==> config.mk <==
export PLATFORM = sky130hd
export DESIGN_NAME = swc_sleep_ctrl
export DESIGN_NICKNAME = d
export VERILOG_FILES = /design/src/verilog/swc_pkg.sv /design/src/verilog/swc_sleep_ctrl.sv
export SDC_FILE = /design/constraint.sdc
export NUM_CORES = 1
export LEC_CHECK = 0
export ABC_AREA = 1
export BUFFER_PORTS_ARGS = -buffer_cell sky130_fd_sc_hd__buf_2
export CORE_ASPECT_RATIO = 0.75
export CORE_MARGIN = 8
export CORE_UTILIZATION = 56
export DETAILED_ROUTE_END_ITERATION = 12
export GPL_TIMING_DRIVEN = 0
export MAX_ROUTING_LAYER = met4
export PLACE_DENSITY = 0.84
export SYNTH_ARGS = -nofsm -noshare
export SYNTH_HDL_FRONTEND = slang
export SYNTH_SLANG_ARGS = --single-unit
==> constraint.sdc <==
create_clock -name core_clk -period 1.8 [get_ports core_clk]
set_input_delay 0.09 -clock core_clk [delete_from_list [all_inputs] [get_ports core_clk]]
set_output_delay 0.09 -clock core_clk [all_outputs]
set_load 0.03 [all_outputs]
==> src/verilog/swc_pkg.sv <==
// constants for the sleep and wake control block
package swc_pkg;
  localparam int unsigned CLK_PERIOD_NS = 10;
  localparam int unsigned CORE_CLK_HZ = 100_000_000;
  localparam int unsigned LFOSC_HZ = 31_000;
  localparam int unsigned LF_DIV_CYC = CORE_CLK_HZ / LFOSC_HZ;
  localparam int unsigned LP_WAKE_TIME_NS = 5000;
  localparam int unsigned LP_WAKE_CYC = (LP_WAKE_TIME_NS + CLK_PERIOD_NS - 1) / CLK_PERIOD_NS;
  localparam int unsigned NORMAL_WAKE_CYC = 1;
  localparam int unsigned WDT_PERIOD_TICKS = 62000;
  localparam int unsigned WAKE_CNT_W = 10;
  localparam int unsigned LF_DIV_W = 12;

  localparam logic [3:0] ADDR_FLAGS2 = 4'h0;
  localparam logic [3:0] ADDR_FLAGS3 = 4'h1;
  localparam logic [3:0] ADDR_ENABLE2 = 4'h2;
  localparam logic [3:0] ADDR_ENABLE3 = 4'h3;
  localparam logic [3:0] ADDR_CONTROL = 4'h4;
  localparam logic [3:0] ADDR_STATUS = 4'h5;

  localparam int unsigned BIT_CMP2 = 6;
  localparam int unsigned BIT_CMP1 = 5;
  localparam int unsigned BIT_BUSCOL = 3;
  localparam int unsigned BIT_NCO = 2;
  localparam int unsigned BIT_CLC2 = 1;
  localparam int unsigned BIT_CLC1 = 0;
  localparam logic [7:0] FLAGS2_MASK = 8'h6C;
  localparam logic [7:0] FLAGS3_MASK = 8'h03;
  localparam logic [7:0] FLAGS_RST = 8'h00;
  localparam logic [7:0] ENABLE_RST = 8'h00;

  localparam int unsigned CTRL_LP_SLEEP = 0;
  localparam int unsigned CTRL_WDT_EN = 1;
  localparam int unsigned CTRL_WDT_IN_SLEEP = 2;
  localparam int unsigned CTRL_EXT_IRQ_EN = 3;
  localparam int unsigned CTRL_MASTER_CLEAR_PIN_EN = 4;
  localparam int unsigned CTRL_BOR_EN = 5;
  localparam logic [7:0] CTRL_MASK = 8'h3F;
  localparam logic [7:0] CTRL_RST = 8'h30;

  localparam int unsigned STAT_PD = 0;
  localparam int unsigned STAT_TO = 1;
  localparam int unsigned STAT_SLEEP = 2;
  localparam logic PD_RST = 1'b1;
  localparam logic TO_RST = 1'b1;

  localparam logic [15:0] ISR_VECTOR = 16'h0004;

  typedef enum logic [2:0] {
    ST_RUN = 3'h0,
    ST_SLEEP = 3'h1,
    ST_WAKE_WAIT = 3'h2,
    ST_EXEC_NEXT = 3'h3
  } swc_state_type;
endpackage

==> src/verilog/swc_sleep_ctrl.sv <==
// sleep entry, wake-up control and peripheral flag registers
//
// How it works
// sleep is entered only by the sleep instruction strobe
// entering sleep clears watchdog; it counts in sleep only if so configured
// entering sleep clears powerdown flag, sets timeout flag, stops cpu clock
// low-frequency oscillator tick keeps running during sleep
// adc clock keeps running in sleep when using its dedicated oscillator
// io pins hold their pre-sleep drive state during sleep
// non-watchdog resets act identically asleep or awake
// master clear, brownout or power-on wake gives full device reset
// watchdog or interrupt wake resumes execution without reset
// sleep instruction prefetches the next instruction
// interrupt wakes only if its enable is set, regardless of global enable
// after interrupt wake run prefetched instruction, then isr if global enable
// isr vector is address 0004h
// watchdog is cleared on every wake from sleep
// pending enabled interrupt before sleep makes sleep a no-op
// flag set during sleep wakes at once with normal sleep flag effects
// powerdown flag stays set after a no-op sleep
// peripheral flags set on events regardless of any enable
// software should clear flags before enabling interrupts
// flags2: cmp2 bit6, cmp1 bit5, buscol bit3, nco bit2; rest zero
// flags3: logic cell2 bit1, logic cell1 bit0; bits 7-2 read zero
// low-power select puts regulator in low-power state during sleep
// low-power sleep adds extra stabilisation delay on wake
// flags clear only by software writing zero or by a full device reset
`timescale 1ns/1ns
module swc_sleep_ctrl
#(
  parameter int unsigned IO_W = 6,
  parameter int unsigned WDT_TICKS = swc_pkg::WDT_PERIOD_TICKS
)
(
  input wire logic core_clk,
  input wire logic resetn,
  input wire logic [3:0] reg_addr,
  input wire logic [7:0] reg_wdata,
  input wire logic reg_wr,
  input wire logic reg_rd,
  output logic [7:0] reg_rdata,
  input wire logic sleep_exec,
  input wire logic clrwdt_exec,
  input wire logic global_irq_enable,
  input wire logic other_irq_pending,
  input wire logic ext_irq_pin,
  input wire logic master_clear_pin_n,
  input wire logic brownout_reset,
  input wire logic adc_dedicated_osc,
  input wire logic comparator_two_event,
  input wire logic comparator_one_event,
  input wire logic bus_collision_event,
  input wire logic numeric_osc_event,
  input wire logic logic_cell_two_event,
  input wire logic logic_cell_one_event,
  input wire logic [IO_W-1:0] io_out_in,
  input wire logic [IO_W-1:0] io_oe_in,
  output logic [IO_W-1:0] io_out,
  output logic [IO_W-1:0] io_oe,
  output logic cpu_clk_en,
  output logic low_freq_internal_osc_tick,
  output logic adc_clk_en,
  output logic regulator_low_power,
  output logic sleeping,
  output logic powerdown_flag,
  output logic timeout_flag,
  output logic prefetch_next,
  output logic resume_pulse,
  output logic isr_call,
  output logic [15:0] isr_vector,
  output logic watchdog_clear,
  output logic watchdog_reset,
  output logic device_reset
);
  import swc_pkg::*;

  localparam int unsigned WDT_W = $clog2(WDT_TICKS + 1);
  localparam logic [WDT_W-1:0] WDT_LAST = WDT_W'(WDT_TICKS - 1);
  localparam logic [LF_DIV_W-1:0] LF_LAST = LF_DIV_W'(LF_DIV_CYC - 1);
  localparam logic [WAKE_CNT_W-1:0] LP_WAIT = WAKE_CNT_W'(LP_WAKE_CYC - 1);
  localparam logic [WAKE_CNT_W-1:0] NORMAL_WAIT = WAKE_CNT_W'(NORMAL_WAKE_CYC - 1);

  typedef struct packed {
    swc_state_type st;
    logic [7:0] flags2;
    logic [7:0] flags3;
    logic [7:0] en2;
    logic [7:0] en3;
    logic [7:0] ctrl;
    logic pd;
    logic to;
    logic [2:0] sync1;
    logic [2:0] sync2;
    logic [LF_DIV_W-1:0] lf_div;
    logic lf_tick;
    logic [WDT_W-1:0] wdt_cnt;
    logic [WAKE_CNT_W-1:0] wake_cnt;
    logic irq_wake;
    logic [7:0] rdata;
    logic cpu_clk_en;
    logic adc_clk_en;
    logic reg_lp;
    logic [IO_W-1:0] io_out;
    logic [IO_W-1:0] io_oe;
    logic prefetch;
    logic resume;
    logic isr_call;
    logic wdt_clear;
    logic wdt_reset;
    logic dev_reset;
    logic sleep_state;
  } swc_regs_type;

  swc_regs_type r_reg;
  swc_regs_type r_next;

  logic [7:0] evt2;
  logic [7:0] evt3;
  logic irq_pending;
  logic full_reset_req;
  logic asleep;
  logic wdt_active;
  logic wdt_expire;
  logic [7:0] rd_value;

  assign evt2 = {1'b0, comparator_two_event, comparator_one_event, 1'b0,
                 bus_collision_event, numeric_osc_event, 2'b00};
  assign evt3 = {6'b000000, logic_cell_two_event, logic_cell_one_event};
  // enabled sources only, global enable deliberately ignored
  assign irq_pending = (|(r_reg.flags2 & r_reg.en2 & FLAGS2_MASK))
    | (|(r_reg.flags3 & r_reg.en3 & FLAGS3_MASK))
    | other_irq_pending
    | (r_reg.sync2[2] & r_reg.ctrl[CTRL_EXT_IRQ_EN]);
  // same reset path whether asleep or awake
  assign full_reset_req = (r_reg.sync2[0] & r_reg.ctrl[CTRL_MASTER_CLEAR_PIN_EN])
    | (r_reg.sync2[1] & r_reg.ctrl[CTRL_BOR_EN]);
  assign asleep = (r_reg.st == ST_SLEEP) || (r_reg.st == ST_WAKE_WAIT);
  assign wdt_active = r_reg.ctrl[CTRL_WDT_EN] & (~asleep | r_reg.ctrl[CTRL_WDT_IN_SLEEP]);
  assign wdt_expire = wdt_active & r_reg.lf_tick & (r_reg.wdt_cnt == WDT_LAST);

  always_comb
  begin
    case (reg_addr)
      ADDR_FLAGS2: rd_value = r_reg.flags2 & FLAGS2_MASK;
      ADDR_FLAGS3: rd_value = r_reg.flags3 & FLAGS3_MASK;
      ADDR_ENABLE2: rd_value = r_reg.en2;
      ADDR_ENABLE3: rd_value = r_reg.en3;
      ADDR_CONTROL: rd_value = r_reg.ctrl;
      ADDR_STATUS: rd_value = {5'b00000, asleep, r_reg.to, r_reg.pd};
      default: rd_value = 8'h00;
    endcase
  end

  always_comb
  begin
    r_next = r_reg;
    r_next.prefetch = 1'b0;
    r_next.resume = 1'b0;
    r_next.isr_call = 1'b0;
    r_next.wdt_clear = 1'b0;
    r_next.wdt_reset = 1'b0;
    r_next.dev_reset = 1'b0;
    r_next.rdata = reg_rd ? rd_value : 8'h00;
    r_next.sync1 = {ext_irq_pin, brownout_reset, ~master_clear_pin_n};
    r_next.sync2 = r_reg.sync1;

    // free-running low-frequency tick, unaffected by sleep
    if (r_reg.lf_div == LF_LAST)
    begin
      r_next.lf_div = '0;
      r_next.lf_tick = 1'b1;
    end
    else
    begin
      r_next.lf_div = r_reg.lf_div + 1'b1;
      r_next.lf_tick = 1'b0;
    end

    // software writes, then hardware sets win over a clear
    if (reg_wr)
    begin
      case (reg_addr)
        ADDR_FLAGS2: r_next.flags2 = reg_wdata & FLAGS2_MASK;
        ADDR_FLAGS3: r_next.flags3 = reg_wdata & FLAGS3_MASK;
        ADDR_ENABLE2: r_next.en2 = reg_wdata & FLAGS2_MASK;
        ADDR_ENABLE3: r_next.en3 = reg_wdata & FLAGS3_MASK;
        ADDR_CONTROL: r_next.ctrl = reg_wdata & CTRL_MASK;
        default: r_next.ctrl = r_next.ctrl;
      endcase
    end
    r_next.flags2 = r_next.flags2 | evt2;
    r_next.flags3 = r_next.flags3 | evt3;

    // watchdog count on low-frequency ticks
    if (!wdt_active || clrwdt_exec)
      r_next.wdt_cnt = '0;
    else if (wdt_expire)
      r_next.wdt_cnt = '0;
    else if (r_reg.lf_tick)
      r_next.wdt_cnt = r_reg.wdt_cnt + 1'b1;

    case (r_reg.st)
      ST_RUN:
      begin
        r_next.cpu_clk_en = 1'b1;
        r_next.io_out = io_out_in;
        r_next.io_oe = io_oe_in;
        if (wdt_expire)
        begin
          r_next.wdt_reset = 1'b1;
          r_next.to = 1'b0;
        end
        if (sleep_exec)
        begin
          r_next.prefetch = 1'b1;
          if (!irq_pending)
          begin
            r_next.st = ST_SLEEP;
            r_next.pd = 1'b0;
            r_next.to = 1'b1;
            r_next.cpu_clk_en = 1'b0;
            r_next.wdt_cnt = '0;
            r_next.wdt_clear = 1'b1;
            r_next.io_out = r_reg.io_out;
            r_next.io_oe = r_reg.io_oe;
          end
        end
      end
      ST_SLEEP:
      begin
        if (irq_pending || wdt_expire)
        begin
          r_next.st = ST_WAKE_WAIT;
          r_next.irq_wake = irq_pending;
          if (!irq_pending)
            r_next.to = 1'b0;
          r_next.wdt_cnt = '0;
          r_next.wdt_clear = 1'b1;
          r_next.wake_cnt = r_reg.ctrl[CTRL_LP_SLEEP] ? LP_WAIT : NORMAL_WAIT;
        end
      end
      ST_WAKE_WAIT:
      begin
        if (r_reg.wake_cnt == '0)
        begin
          r_next.st = ST_EXEC_NEXT;
          r_next.cpu_clk_en = 1'b1;
          r_next.resume = 1'b1;
        end
        else
          r_next.wake_cnt = r_reg.wake_cnt - 1'b1;
      end
      ST_EXEC_NEXT:
      begin
        // prefetched instruction runs this cycle
        r_next.st = ST_RUN;
        r_next.isr_call = r_reg.irq_wake & global_irq_enable;
        r_next.irq_wake = 1'b0;
      end
      default:
        r_next.st = ST_RUN;
    endcase

    r_next.adc_clk_en = r_next.cpu_clk_en | adc_dedicated_osc;
    r_next.reg_lp = (r_next.st == ST_SLEEP || r_next.st == ST_WAKE_WAIT)
      & r_next.ctrl[CTRL_LP_SLEEP];

    if (full_reset_req)
    begin
      r_next.st = ST_RUN;
      r_next.dev_reset = 1'b1;
      r_next.flags2 = FLAGS2_MASK & evt2;
      r_next.flags3 = FLAGS3_MASK & evt3;
      r_next.en2 = ENABLE_RST;
      r_next.en3 = ENABLE_RST;
      r_next.ctrl = CTRL_RST;
      r_next.pd = PD_RST;
      r_next.to = TO_RST;
      r_next.wdt_cnt = '0;
      r_next.irq_wake = 1'b0;
      r_next.cpu_clk_en = 1'b1;
      r_next.adc_clk_en = 1'b1;
      r_next.reg_lp = 1'b0;
      r_next.isr_call = 1'b0;
      r_next.prefetch = 1'b0;
      r_next.resume = 1'b0;
    end
    r_next.sleep_state = (r_next.st == ST_SLEEP) || (r_next.st == ST_WAKE_WAIT);
  end

  always_ff @(posedge core_clk or negedge resetn)
  begin
    if (!resetn)
    begin
      r_reg <= '0;
      r_reg.st <= ST_RUN;
      r_reg.flags2 <= FLAGS_RST;
      r_reg.flags3 <= FLAGS_RST;
      r_reg.en2 <= ENABLE_RST;
      r_reg.en3 <= ENABLE_RST;
      r_reg.ctrl <= CTRL_RST;
      r_reg.pd <= PD_RST;
      r_reg.to <= TO_RST;
      r_reg.cpu_clk_en <= 1'b1;
      r_reg.adc_clk_en <= 1'b1;
    end
    else
      r_reg <= r_next;
  end

  assign reg_rdata = r_reg.rdata;
  assign io_out = r_reg.io_out;
  assign io_oe = r_reg.io_oe;
  assign cpu_clk_en = r_reg.cpu_clk_en;
  assign low_freq_internal_osc_tick = r_reg.lf_tick;
  assign adc_clk_en = r_reg.adc_clk_en;
  assign regulator_low_power = r_reg.reg_lp;
  assign sleeping = r_reg.sleep_state;
  assign powerdown_flag = r_reg.pd;
  assign timeout_flag = r_reg.to;
  assign prefetch_next = r_reg.prefetch;
  assign resume_pulse = r_reg.resume;
  assign isr_call = r_reg.isr_call;
  assign isr_vector = ISR_VECTOR;
  assign watchdog_clear = r_reg.wdt_clear;
  assign watchdog_reset = r_reg.wdt_reset;
  assign device_reset = r_reg.dev_reset;

  logic go_sleep;
  assign go_sleep = sleep_exec && r_reg.st == ST_RUN && !irq_pending && !full_reset_req;
endmodule
==> reports/metrics.sh <==
VDD.IR_DROP.WORST_uV=579
POWER.SEQUENTIAL.FRACTION_PCT=45.0
ROOT_BUFFER='sky130_fd_sc_hd__clkbuf_16'
YOSYS_WARNINGS=0
CLOCK.FMAX_MHz=560
CTS.PATH.MAX_BUFFERS=2
LAYOUT_COMMON_CELLS='sky130_fd_sc_hd__nand2_1, sky130_fd_sc_hd__dfrtp_1, sky130_fd_sc_hd__inv_1'
GR-USAGE-ALL-LAYERS_PCT=20.7
CRIT_PATH_CELL_COUNT=11
COUNT_OF_MAXIMUM_CAPACITANCE_VIOLATIONS=0
NETSWITCHINGFRACTION_PCT=25.2
TIMING.CLOCK.SKEW_PS=10.8
RELSLEWSLACK_PCT=58.6
DRT_ITER0_MARKERS=328
GR-TOTAL-OVERFLOW=0
PLACE.GP.CONGESTION=0.932
INTPOWER_mW=3.96
ROUTE.DETAILED.WL_PER_INST_UM=14.4
SYNTH.AVG_CELL_AREA_UM2=8.34
LAYOUT-DRIVE-GT1-SHARE_PCT=27.5
COREAREA_UM2=8860
P_SWITCHING_mW=1.33
DRC=0
SYN-INSTANCE-COUNT=601
SYNTH_SEQUENTIAL_AREA_RATIO_PCT=49.6
FP.DIEH_UM=97.9
MAPPEDNETLISTAREA_UM2=5010
REPORT.FINAL.SLEW_VIOL_COUNT=0
CORE_ROWS=30
NUM_ANTENNA_CELLS=0
TRANSITION_TIME_AT_THE_PIN_WITH_THE_LEAST_SLEW_MARGIN_PS=621
SYN2LAYOUT_AREA_GROWTH_PCT=27.1
DPL_WORST_SLACK_PS=-292
POSTSYNTH.ASYNCRESETSHARE_PCT=100
CRITICAL_PATH_BUF_INV_COUNT=2
CTS.CLK_SLEW.WORST_PATHS_PS=60
PORT-BUFFER-COUNT=72
UNREPAIRED_SETUP_ENDPOINTS_AFTER_GLOBAL_ROUTING='yes'
NUM_IO_PINS=91
CLOCK_POWER_SHARE_PCT=41.2
GRT_FIRST_PASS_WIRELENGTH_UM=20200
PLACE.DETAILED.INSTANCES=802
SETUP-TNS-FINAL_PS=0
FINAL.FILL_COUNT=644
MIN_CLOCK_PERIOD_POST_ROUTE_PS=1790
ROUTED_WIRELENGTH_UM=12300
DPL.HPWL_UM=8480
CTS_TREE='built'
LAYOUT_COMMONEST_CELL='sky130_fd_sc_hd__nand2_1'
FINALPOWER_mW=5.29
ANTENNA_VIOL_NETS_FINAL=0
VIA_PER_INST=5.04
POWER_PER_CELL_AREA_nW_PER_UM2=831
CRIT_PATH_TOP_DELAY_CELL='sky130_fd_sc_hd__dfrtp_2'
HOLD_CLASS='in2reg'
HOLDPATHSTAGES=3
POSTSYNTH.TOPFLOPCELL='sky130_fd_sc_hd__dfrtp_1'
DIE_WIDTH_UM=125
NUMCTSBUFFERS=9
ARRIVAL_PS=2010
PERIOD_SHARE_PCT=99.2
OUTCOME='finished, final reports clean'
INITIAL_CORE_UTIL_PCT=56.6
CP_CELL_INSTANCES='inv_2, nand2_1, nor2_1, nand3_1, nor2_2, nand2_2, nand3_4, nand2_4, nor2_4, buf_2, o21ai_0'
DIE-AREA_UM2=12300
CTS.SINKS=99
POSTSYNTHREGISTERBITS=99
FINAL_HOLD_VIOL_COUNT=0
SETUP.WORST_PATH.END_CLASS='flop'
SYNTH_EDF_COUNT=0
ROUTED-VIA-COUNT=4300
CRITPATHMAXFANOUT=6
TIMING.FINAL.WS_SETUP_PS=13.8
POWER.COMBINATIONAL.FRACTION_PCT=13.9
CLOCK_INSERTION_DELAY_WORST_SKEW_PS=350
PATH_DELAY_FAMILY='simple AND/OR/NAND/NOR gates'
FINAL_NET_COUNT=783
POWER_LEAKAGE_nW=3.27
FIRST_GLOBAL_VIAS=4256
GRT_MAX_DEGREE=53
SHARE_OF_THE_CORE_FILLED_WITH_CELLS_PCT=71.9
LEVEL_COUNT_OF_THE_CLOCK_H_TREE=3
REQUIRED_PS=2030
DETAIL_ROUTE.FIRST_PASS.ITERATIONS=5
FINISH.CELL_COUNT_WITHOUT_FILLERS=853
TIMING.SETUP.CRITICAL_PATH_CLASS='reg2reg'
GRT_ANTENNA_BEFORE_REPAIR=0
TIMING.CRITICAL_PATH.FROM_TYPE='flop'
CRITICAL_PATH.MAX_STAGE_DELAY_PS=440
SETUP_VIOLATIONS=0
LARGEST_REG_FLOPS=63
R2R_CELLS=11
SYNTHDISTINCTLIBCELLS=40
==> metrics by stage <==
stage	hold WS, ps	area [µm²]
2_1_floorplan	-206	5070
3_3_place_gp	199	5570
3_5_place_dp	145	5600
4_1_cts	6.08	6240
5_1_grt	19.5	6370
6_report	1.63	6370
==> logic make-up (layout without fill, tap and decap cells) <==
group,after synthesis,count (layout),share of synthesized area (%)
buf+inv,138,262,13.5
xor+xnor,20,20,3.49
compound gates,65,65,7.74
flops,99,99,49.6
other cells,2,18,0.150
simple gates,271,271,24.1
mux,1,1,0.200
fa+ha+maj,5,5,1.25
==> cells in the mapped netlist (3+ instances only) <==
library cell | count | area share, %
sky130_fd_sc_hd__a21oi_1 | 12 | 1.2
sky130_fd_sc_hd__a221oi_1 | 3 | 0.52
sky130_fd_sc_hd__a31o_2 | 5 | 0.87
sky130_fd_sc_hd__buf_2 | 3 | 0.30
sky130_fd_sc_hd__buf_4 | 37 | 5.5
sky130_fd_sc_hd__clkbuf_1 | 3 | 0.22
sky130_fd_sc_hd__dfrtp_1 | 93 | 46
sky130_fd_sc_hd__dfstp_2 | 6 | 3.1
sky130_fd_sc_hd__ha_1 | 5 | 1.2
sky130_fd_sc_hd__inv_1 | 91 | 6.8
sky130_fd_sc_hd__nand2_1 | 129 | 9.7
sky130_fd_sc_hd__nand2_2 | 7 | 0.87
sky130_fd_sc_hd__nand3_1 | 29 | 2.9
sky130_fd_sc_hd__nand4_1 | 9 | 1.1
sky130_fd_sc_hd__nor2_1 | 57 | 4.3
sky130_fd_sc_hd__nor2_2 | 15 | 1.9
sky130_fd_sc_hd__nor3_1 | 14 | 1.4
sky130_fd_sc_hd__o21ai_0 | 26 | 2.6
sky130_fd_sc_hd__o22ai_1 | 13 | 1.6
sky130_fd_sc_hd__xnor2_1 | 4 | 0.70
sky130_fd_sc_hd__xor2_1 | 16 | 2.8
==> path summary, 6_finish.rpt <==
path / slack, ps / start / endpoint
max: 10 / r_reg[49] / r_reg[33]
min: 2 / reg_wdata[0] / r_reg[102]
max reg2reg: 10 / r_reg[49] / r_reg[33]
min reg2reg: 350 / r_next[72] / r_reg[72]
max in group asynchronous: 780 / resetn / powerdown_flag
min in group asynchronous: 300 / resetn / r_reg[64]
==> worst reg2reg max path, delay by kind of cell (launching register included) <==
| kind | cells | cell delay, ps |
|---|---|---|
| AO/OA/AOI/OAI | 1 | 80 |
| buffers and inverters | 2 | 290 |
| flip-flops | 1 | 440 |
| AND/OR/NAND/NOR | 8 | 850 |
==> repair_timing <==
item,in CTS,in global routing
pin swaps,1,10
hold endpoints to repair,66,0
resized for setup,7,30
gates cloned,0,1
setup buffers,4,5
hold buffers,25,0
setup endpoints to repair,41,44
==> power groups by stage <==
stage / Clock [mW] / Combinational, mW / Sequential (mW)
after floorplan: 0 / 0.446 / 2.42
after global placement: 0 / 0.639 / 2.41
after detailed placement: 0 / 0.660 / 2.42
after CTS: 2.21 / 0.709 / 2.38
after global routing: 2.29 / 0.803 / 2.39
final: 2.18 / 0.734 / 2.38
==> layer usage <==
layer	part of all wire, %	global-route usage [%]
met1	44	25.7
met3	6.4	5.01
met4	1.1	5.97
met5	0	-
met2	49	33.0
==> layout make-up <==
type | instances | area [µm²] | area share [%]
multi-input cells | 380 | 2010 | 31.6
clock inverters | 5 | 104 | 1.63
well taps | 112 | 140 | 2.20
repair buffers | 108 | 713 | 11.2
flip-flops and latches | 99 | 2490 | 39.0
inverters | 93 | 350 | 5.50
clock buffers | 11 | 233 | 3.65
plain buffers | 45 | 334 | 5.24
Power figures use the tool's default switching activity.
